--- src/pkg/adc_cfg_pkg.sv ---
// Constants and state types for the configuration and alert status block
package adc_cfg_pkg;

	// ------------------------------------------------------------
	// Register map and frame layout
	// ------------------------------------------------------------
	localparam logic [4:0]  ADDR_RESULT = 5'h00;
	localparam logic [4:0]  ADDR_CFG    = 5'h02;
	localparam logic [4:0]  ADDR_FLAGS  = 5'h03;
	localparam int          FRM_BITS    = 16;
	localparam int          FRM_ADR_HI  = 15;
	localparam int          FRM_ADR_LO  = 11;
	localparam int          FRM_WR      = 10;
	localparam int          FRM_DAT_HI  = 9;
	localparam logic [4:0]  CNT_LAST    = 5'h0F;
	localparam logic [4:0]  CNT_CLR     = 5'h01;

	// ------------------------------------------------------------
	// Configuration fields
	// ------------------------------------------------------------
	localparam int          CFG_SOFTWARE_RESET_BIT    = 9;
	localparam int          CFG_STICKY  = 7;
	localparam int          CFG_DRIVE   = 6;
	localparam int          CFG_BUSY    = 5;
	localparam int          CFG_FNSEL   = 4;
	localparam int          CFG_POL     = 3;
	localparam int          CFG_GENERAL_OUTPUT_ONE_LEVEL    = 2;
	localparam int          CFG_PD_HI   = 1;
	localparam int          CFG_PD_LO   = 0;
	localparam logic [15:0] CFG_RST     = 16'h00C0;
	localparam logic [15:0] CFG_WMASK   = 16'h02FF;

	// ------------------------------------------------------------
	// Channels, limits and trim memory
	// ------------------------------------------------------------
	localparam int          CH_COUNT    = 8;
	localparam logic [15:0] FLAG_MASK   = 16'hFFFF;
	localparam logic [2:0]  PAD_LOW     = 3'h0;
	localparam logic [2:0]  PAD_HIGH    = 3'h7;
	localparam int          TRIM_N      = 8;
	localparam int          TRIM_W      = 8;

	// ------------------------------------------------------------
	// Read selection and state
	// ------------------------------------------------------------
	localparam logic [1:0]  SEL_RESULT  = 2'h0;
	localparam logic [1:0]  SEL_CFG     = 2'h1;
	localparam logic [1:0]  SEL_FLAGS   = 2'h2;

	typedef enum logic [0:0] {
		FRM_IDLE,
		FRM_SHIFT
	} frame_e;

	typedef struct packed {
		logic        sclk_m;
		logic        sclk_s;
		logic        sclk_p;
		logic        cs_m;
		logic        cs_s;
		logic        mosi_m;
		logic        mosi_s;
		frame_e      st;
		logic [4:0]  cnt;
		logic [15:0] rx;
		logic [15:0] sh;
		logic        miso;
		logic [15:0] cfg;
		logic [1:0]  pend;
		logic        clr_arm;
		logic        conv_seen;
		logic [15:0] flags;
		logic [7:0]  alert_ch;
		logic        mf_out;
		logic        mf_oe;
		logic        general_output_one_level;
		logic        bias_on;
		logic        ref_on;
		logic [11:0] thr;
	} cfg_state_s;

	typedef struct packed {
		logic [TRIM_N*TRIM_W-1:0] mem;
		logic [TRIM_W-1:0]        rd;
	} trim_state_s;

endpackage : adc_cfg_pkg

--- src/core/trim_store.sv ---
// Trim memory loaded from fuse contents, with registered read data
`timescale 1ns/1ps
module trim_store
	import adc_cfg_pkg::*;
(
	input  wire logic                     sys_clk_i,
	input  wire logic                     sys_rst_i,
	input  wire logic                     load_i,
	input  wire logic [TRIM_N*TRIM_W-1:0] fuse_i,
	input  wire logic [2:0]               addr_i,
	output logic      [TRIM_W-1:0]        data_o
);

	trim_state_s s_q;
	trim_state_s s_d;

	always_comb begin
		s_d = s_q;
		s_d.rd = s_q.mem[addr_i*TRIM_W +: TRIM_W];
		if (sys_rst_i || load_i) begin
			s_d.mem = fuse_i; // RQ3
		end
	end

	always_ff @(posedge sys_clk_i) begin
		s_q <= s_d;
	end

	assign data_o = s_q.rd;
endmodule : trim_store

--- src/core/adc_config_and_alert_status.sv ---
// Configuration register, alert status flags and serial register access
`timescale 1ns/1ps
// Overview of operation
// (RQ1) Soft reset clears control logic, result path and flags, not other registers
// (RQ2) Soft reset bit clears itself one cycle after being set
// (RQ3) Soft reset reloads trim memory from fuses
// (RQ4) Sticky alert clears only on read or soft reset, else past hysteresis
// (RQ5) Drive type zero is open-drain, one is push-pull, resets to one
// (RQ6) Busy shown on pin when alert enabled; else busy reads as zero
// (RQ7) Polarity bit sets alert level when enabled, else general output level
// (RQ8) Function select zero gives general output, one gives alert or busy
// (RQ9) Second general output bit drives its pin, zero after reset
// (RQ10) Power-down field selects bias and reference on or off
// (RQ11) Status register is read-only with high and low flag per channel
// (RQ12) Set flag names channel and which limit was crossed
// (RQ13) Flags accumulate across channels until read
// (RQ14) Reading flags clears them on second serial clock of frame
// (RQ15) Conversion before read frame sends result and keeps flags
// (RQ16) Flags of unimplemented channels read zero
// (RQ17) Channel n high flag at bit 2n, low flag at 2n+1
// (RQ18) Nine-bit limits padded 000 for low and hysteresis, 111 for high
module adc_config_and_alert_status
	import adc_cfg_pkg::*;
(
	input  wire logic                     sys_clk_i,
	input  wire logic                     sys_rst_i,
	input  wire logic                     sclk_i,
	input  wire logic                     cs_n_i,
	input  wire logic                     mosi_i,
	output logic                          miso_o,
	input  wire logic [7:0]               viol_hi_i,
	input  wire logic [7:0]               viol_lo_i,
	input  wire logic [7:0]               in_band_i,
	input  wire logic                     busy_i,
	input  wire logic                     conv_done_i,
	input  wire logic [15:0]              result_i,
	input  wire logic [8:0]               limit_raw_i,
	input  wire logic                     limit_is_high_i,
	output logic      [11:0]              threshold_o,
	input  wire logic [TRIM_N*TRIM_W-1:0] fuse_i,
	input  wire logic [2:0]               trim_addr_i,
	output logic      [TRIM_W-1:0]        trim_data_o,
	output logic                          mf_out_o,
	output logic                          mf_oe_o,
	output logic                          general_output_one_level_o,
	output logic                          bias_on_o,
	output logic                          ref_on_o
);

	// ------------------------------------------------------------
	// Helpers
	// ------------------------------------------------------------
	function automatic logic [11:0] expand_limit(input logic [8:0] raw,
		input logic high);
		expand_limit = {raw, high ? PAD_HIGH : PAD_LOW}; // RQ18
	endfunction : expand_limit

	function automatic logic [15:0] pack_flags(input logic [7:0] hi,
		input logic [7:0] lo);
		logic [15:0] f;
		f = '0;
		for (int n = 0; n < CH_COUNT; n++) begin
			f[2*n]   = hi[n]; // RQ17
			f[2*n+1] = lo[n]; // RQ17
		end
		pack_flags = f & FLAG_MASK; // RQ16
	endfunction : pack_flags

	cfg_state_s s_q;
	cfg_state_s s_d;
	logic       software_reset_bit_now;
	logic [15:0] cfg_rd;
	logic [15:0] viol;
	logic        alert_lvl;

	assign software_reset_bit_now = s_q.cfg[CFG_SOFTWARE_RESET_BIT];
	assign viol     = pack_flags(viol_hi_i, viol_lo_i); // RQ12

	// Busy bit reads as zero unless alert function is enabled
	always_comb begin
		cfg_rd = s_q.cfg;
		cfg_rd[CFG_BUSY] = s_q.cfg[CFG_BUSY] & s_q.cfg[CFG_FNSEL]; // RQ6
	end

	// ------------------------------------------------------------
	// Next state
	// ------------------------------------------------------------
	always_comb begin
		logic rise;
		logic fall;
		logic [15:0] word;
		logic active;
		logic level;
		rise = 1'b0;
		fall = 1'b0;
		word = '0;
		active = 1'b0;
		level = 1'b0;
		s_d = s_q;
		s_d.sclk_m = sclk_i;
		s_d.sclk_s = s_q.sclk_m;
		s_d.sclk_p = s_q.sclk_s;
		s_d.cs_m   = cs_n_i;
		s_d.cs_s   = s_q.cs_m;
		s_d.mosi_m = mosi_i;
		s_d.mosi_s = s_q.mosi_m;
		rise = s_q.sclk_s & ~s_q.sclk_p;
		fall = ~s_q.sclk_s & s_q.sclk_p;
		s_d.cfg[CFG_SOFTWARE_RESET_BIT] = 1'b0; // RQ2
		case (s_q.st)
			FRM_IDLE: begin
				if (!s_q.cs_s) begin
					s_d.st = FRM_SHIFT;
					s_d.cnt = '0;
					s_d.conv_seen = 1'b0;
					s_d.pend = SEL_RESULT;
					s_d.clr_arm = 1'b0;
					if (s_q.conv_seen || s_q.pend == SEL_RESULT) begin
						s_d.sh = result_i; // RQ15
					end else if (s_q.pend == SEL_FLAGS) begin
						s_d.sh = s_q.flags; // RQ11
						s_d.clr_arm = 1'b1;
					end else begin
						s_d.sh = cfg_rd;
					end
				end
			end
			FRM_SHIFT: begin
				if (s_q.cs_s) begin
					s_d.st = FRM_IDLE;
				end else if (rise) begin
					word = {s_q.rx[14:0], s_q.mosi_s};
					s_d.rx = word;
					s_d.cnt = s_q.cnt + 5'h01;
					if (s_q.cnt == CNT_CLR && s_q.clr_arm) begin
						s_d.flags = '0; // RQ14
						s_d.alert_ch = '0; // RQ4
						s_d.clr_arm = 1'b0;
					end
					if (s_q.cnt == CNT_LAST) begin
						if (word[FRM_WR]
							&& word[FRM_ADR_HI:FRM_ADR_LO] == ADDR_CFG) begin
							s_d.cfg = (s_q.cfg & ~CFG_WMASK)
								| ({6'h00, word[FRM_DAT_HI:0]} & CFG_WMASK);
						end else if (!word[FRM_WR]) begin
							if (word[FRM_ADR_HI:FRM_ADR_LO] == ADDR_CFG) begin
								s_d.pend = SEL_CFG;
							end else if (word[FRM_ADR_HI:FRM_ADR_LO]
								== ADDR_FLAGS) begin
								s_d.pend = SEL_FLAGS;
							end
						end
					end
				end else if (fall) begin
					s_d.sh = {s_q.sh[14:0], 1'b0};
				end
			end
			default: s_d.st = FRM_IDLE;
		endcase
		// Soft reset of control logic and status; config kept
		if (software_reset_bit_now) begin
			s_d.st = FRM_IDLE; // RQ1
			s_d.cnt = '0;
			s_d.sh = '0;
			s_d.pend = SEL_RESULT;
			s_d.clr_arm = 1'b0;
			s_d.conv_seen = 1'b0;
			s_d.flags = '0;
			s_d.alert_ch = '0;
		end
		// Hardware set wins over any clear in the same cycle
		if (conv_done_i) begin
			s_d.conv_seen = 1'b1; // RQ15
		end
		s_d.flags = s_d.flags | viol; // RQ13
		if (!s_q.cfg[CFG_STICKY]) begin
			s_d.alert_ch = s_d.alert_ch & ~in_band_i; // RQ4
		end
		s_d.alert_ch = s_d.alert_ch | viol_hi_i | viol_lo_i;
		s_d.miso = s_d.sh[15];
		// Multifunction pin
		active = s_q.cfg[CFG_BUSY] ? busy_i : (|s_q.alert_ch); // RQ6
		if (s_q.cfg[CFG_FNSEL]) begin
			level = s_q.cfg[CFG_POL] ? active : ~active; // RQ8 RQ7
		end else begin
			level = s_q.cfg[CFG_POL]; // RQ7
		end
		if (s_q.cfg[CFG_DRIVE]) begin
			s_d.mf_out = level; // RQ5
			s_d.mf_oe = 1'b1;
		end else begin
			s_d.mf_out = 1'b0; // RQ5
			s_d.mf_oe = ~level;
		end
		s_d.general_output_one_level = s_q.cfg[CFG_GENERAL_OUTPUT_ONE_LEVEL]; // RQ9
		s_d.bias_on = s_q.cfg[CFG_PD_HI]; // RQ10
		s_d.ref_on = s_q.cfg[CFG_PD_LO]; // RQ10
		s_d.thr = expand_limit(limit_raw_i, limit_is_high_i); // RQ18
		if (sys_rst_i) begin
			s_d = '0;
			s_d.cfg = CFG_RST;
			s_d.cs_m = 1'b1;
			s_d.cs_s = 1'b1;
			s_d.st = FRM_IDLE;
		end
	end

	always_ff @(posedge sys_clk_i) begin
		s_q <= s_d;
	end

	// ------------------------------------------------------------
	// Trim memory and outputs
	// ------------------------------------------------------------
	trim_store u_trim (
		.sys_clk_i (sys_clk_i),
		.sys_rst_i (sys_rst_i),
		.load_i    (software_reset_bit_now), // RQ3
		.fuse_i    (fuse_i),
		.addr_i    (trim_addr_i),
		.data_o    (trim_data_o)
	);

	assign miso_o      = s_q.miso;
	assign mf_out_o    = s_q.mf_out;
	assign mf_oe_o     = s_q.mf_oe;
	assign general_output_one_level_o      = s_q.general_output_one_level;
	assign bias_on_o   = s_q.bias_on;
	assign ref_on_o    = s_q.ref_on;
	assign threshold_o = s_q.thr;
	assign alert_lvl   = |s_q.alert_ch;
endmodule : adc_config_and_alert_status

--- config.mk ---
export PLATFORM = sky130hd
export DESIGN_NAME = adc_config_and_alert_status
export DESIGN_NICKNAME = d
export VERILOG_FILES = /design/src/pkg/adc_cfg_pkg.sv /design/src/core/trim_store.sv /design/src/core/adc_config_and_alert_status.sv
export SDC_FILE = /design/constraint.sdc
export NUM_CORES = 1
export LEC_CHECK = 0
export BUFFER_PORTS_ARGS = -buffer_cell sky130_fd_sc_hd__buf_2
export CAP_MARGIN = 20
export CORE_MARGIN = 5
export CORE_UTILIZATION = 58
export DETAILED_ROUTE_END_ITERATION = 8
export GPL_ROUTABILITY_DRIVEN = 0
export HOLD_SLACK_MARGIN = 0.05
export PLACE_DENSITY = 0.9
export SLEW_MARGIN = 10
export SYNTH_ARGS = -nofsm -noshare
export SYNTH_HDL_FRONTEND = slang
export SYNTH_SLANG_ARGS = --single-unit
--- constraint.sdc ---
create_clock -name sys_clk_i -period 7.1 [get_ports sys_clk_i]
set_clock_uncertainty 0.2 [all_clocks]
set_input_delay 1.42 -clock sys_clk_i [delete_from_list [all_inputs] [get_ports sys_clk_i]]
set_output_delay 1.42 -clock sys_clk_i [all_outputs]
set_load 0.005 [all_outputs]
==> results.toml <==
[status]
status = "finished clean"

[setup_path]
cp-start-kind = "input port"
crit_path_end_kind = "flop"
cpMaxStageDelayCell = "buf_4"
reg2regPathDepth = 4
crit_family = "buffers and inverters"
crit_fanout = 74
critPathKind = "input port to flop"
timing.rr.end = "s_q[27]$_SDFF_PP0_"
path_depth = 5
arrival_ns = 3.22
crit_chain = "buf_2, buf_4, nor2_1, inv_2, buf_4"
critPathMaxStageDelay_ns = 0.69
r2r_slack_ns = 4.30
critPathRequiredTime_ns = 6.94
path_common_cell = "buf_4"
startpoint = "sys_rst_i"
r2r_start = "s_q[99]$_SDFF_PP0_"
critical_path_buf_inv_count = 4

[pwr]
power_density_nw_per_um2 = 270
p_leak_nw = 3.25
power_mw = 2.13
peakVddDrop_uv = 277

[floorplanning]
num_io_pins = 150
initial_core_util_pct = 58.7
fp.dieH_um = 117
core_area_sq_um = 11300
die_area_sq_um = 13700
rows = 39
die_x_um = 117

[synthesis]
synthTopCellsByArea = "dfxtp_1, edfxtp_1, mux4_1, nand2_1, a21oi_1"
synth_top_family_by_area = "simple AND/OR/NAND/NOR gates"
synth_async_sr_flop_share_pct = 0
synthesis.nets = 697
synthMuxAreaShare_pct = 8.97
synth.avg_cell_area_sq_um = 11.7
synth_simple_gate_area_share_pct = 12.3
yosys.area_share.adder_pct = 0.564
syn_inst = 570
seq_area_frac_synth_pct = 60.2
syn_area_sq_um = 6650
ys_warn_count = 0
synth_ff_type = "dfxtp_1"
synth_top_area_share_pct = 31.3
synth_edf_count = 64
yosysUniqueCellTypes = 56
ys_seq_elements = 168
synth_xor_area_share_pct = 0
yosysTopAreaCell = "dfxtp_1"
synth_compound_area_share_pct = 11.5

[place]
hpwl_mm = 10.2
placed_cells = 814
dpl_worst_slack_ns = 3.31
port_buffers = 149
post_dp_cell_area_sq_um = 7290

[clock_network]
clock_path_buffers = 2
clk_latency_ns = 0.42
numClockSinks = 168
cts_buffers = 17
root_buffer = "clkbuf_16"
clk_pin_slew_ns = 0.06
h-tree-depth = 4
cts_tree = "done"
cts_resized = 0
cts_setup_buffers = 0
postCtsHoldBufs = 0

[finish]
final_cell_count_no_fill = 846
diodes = 0
fin_nets = 817
final_util_pct = 69.6
fill_cells = 787
drive_gt1_share_pct = 28.6
synthToLayoutAreaGrowth_pct = 18.5
postLayoutCellArea_sq_um = 7880

[route]
drt_iter0_drc = 352
drc = 0
ant_nets = 0
drt_wl_total_mm = 14.4
firstDrtPassIters = 6
viasPerCell = 5.54
num_vias = 4689
routedWlPerCell_um = 17.0

[global_routing]
grt_pass1_wl_mm = 22.0
grt_pass1_vias = 4666
overflow = 0
antenna_found_initial = 0
grt_max_degree = 75
track_usage_pct = 21.2

[flow_run]
drv_cap = 0

[timing]
tightest_slew_ns = 1.00
setup-tns-final_ns = 0
max_freq_mhz = 296
final.setup.worst_slack_ns = 3.73
setup_violations = 0
slew_violations = 0
slew_headroom_pct = 33.0
hold_ws_ns = 0.221
period_needed_ns = 3.37
rsz0062_at_grt = "false"
hold_violations = 0
fin_crit_sh_pct = 47.5

[hold_path]
whs_path_depth = 1
min-delay-start = "s_q[103]$_SDFF_PP1_"
min_path_type = "flop to flop"
min_to = "s_q[102]$_SDFF_PP1_"
layout by cell type (no fill, tap or decap), types with 6 or more instances in the layout:
cell / instances
o21ai_0: 32
nor3b_1: 9
o221ai_1: 8
mux2_2: 8
clkbuf_16: 19
buf_2: 149
mux4_1: 15
a31oi_1: 12
mux2i_1: 9
edfxtp_1: 64
dfxtp_1: 104
a22oi_1: 6
a21oi_1: 33
inv_1: 31
o22ai_1: 14
nand3_1: 9
nand2_1: 58
nor2_1: 38
nor2b_1: 23
cell usage after synthesis (all sizes together), types with 2 or more instances:
| master | n |
|---|---|
| a211oi | 3 |
| a21o | 2 |
| a21oi | 33 |
| a22oi | 6 |
| a31oi | 13 |
| buf | 33 |
| clkbuf | 18 |
| dfxtp | 104 |
| edfxtp | 64 |
| ha | 3 |
| inv | 32 |
| mux2 | 8 |
| mux2i | 9 |
| mux4 | 16 |
| nand2 | 58 |
| nand2b | 4 |
| nand3 | 9 |
| nor2 | 40 |
| nor2b | 23 |
| nor3 | 3 |
| nor3b | 9 |
| nor4b | 2 |
| o21a | 2 |
| o21ai | 34 |
| o221ai | 8 |
| o22ai | 14 |
| o41ai | 2 |
| or2 | 3 |
worst reg2reg max path, cell delays in order (launching register included):
cell	delay, ns
dfxtp_1	0.98
and4bb_1	0.86
a31oi_4	0.36
nand2_1	0.17
o21ai_0	0.09
registers in the layout, summed over array words and instances (netlist names):
signal	count
s_q	73
ref_on_o	1
mf_oe_o	1
u_trim.s_q	64
bias_on_o	1
cfg_rd	8
mf_out_o	1
threshold_o	10
u_trim.data_o	8
general_output_one_level_o	1
where the power goes:
group	internal (mW)	total (mW)	switching [mW]
clock	0.554	0.901	0.347
sequential	1.06	1.09	0.0223
combinational	0.0727	0.139	0.0663
cells by family after synthesis:
logic type               count (synthesis)
multiplexers                            33
buffers and inverters                   83
adder cells (fa/ha/maj)                  3
flip-flops                             168
AO/OA/AOI/OAI                          123
AND/OR/NAND/NOR                        160
how the worst max path moves through the flow:
stage                                          end  slack (ns)
after floorplan               s_q[66]$_SDFFE_PP0P_        2.80
after global placement    u_trim.s_q[15]$_DFFE_PP_        3.38
after detailed placement  u_trim.s_q[23]$_DFFE_PP_        3.31
after CTS                 u_trim.s_q[14]$_DFFE_PP_        3.76
after global routing      u_trim.s_q[46]$_DFFE_PP_        3.61
final                      u_trim.s_q[9]$_DFFE_PP_        3.73
layout make-up:
class | count | area (sq um) | share of cell area, %
flip-flops and latches | 168 | 4000 | 50.8
multi-input cells | 319 | 2220 | 28.1
repair buffers | 152 | 768 | 9.75
clock buffers | 27 | 537 | 6.81
well taps | 143 | 179 | 2.27
inverters | 32 | 120 | 1.52
clock inverters | 5 | 55.1 | 0.699
routing by layer:
metal / wire (um) / up-vias / GRT usage, %
met5: 0 / - / 0
met4: 250 / 0 / 9.10
met3: 1310 / 24 / 6.89
met2: 7080 / 169 / 36.0
met1: 5720 / 2227 / 24.7
li1: - / 2269 / -
No activity file was read; power rests on OpenSTA's default activity.
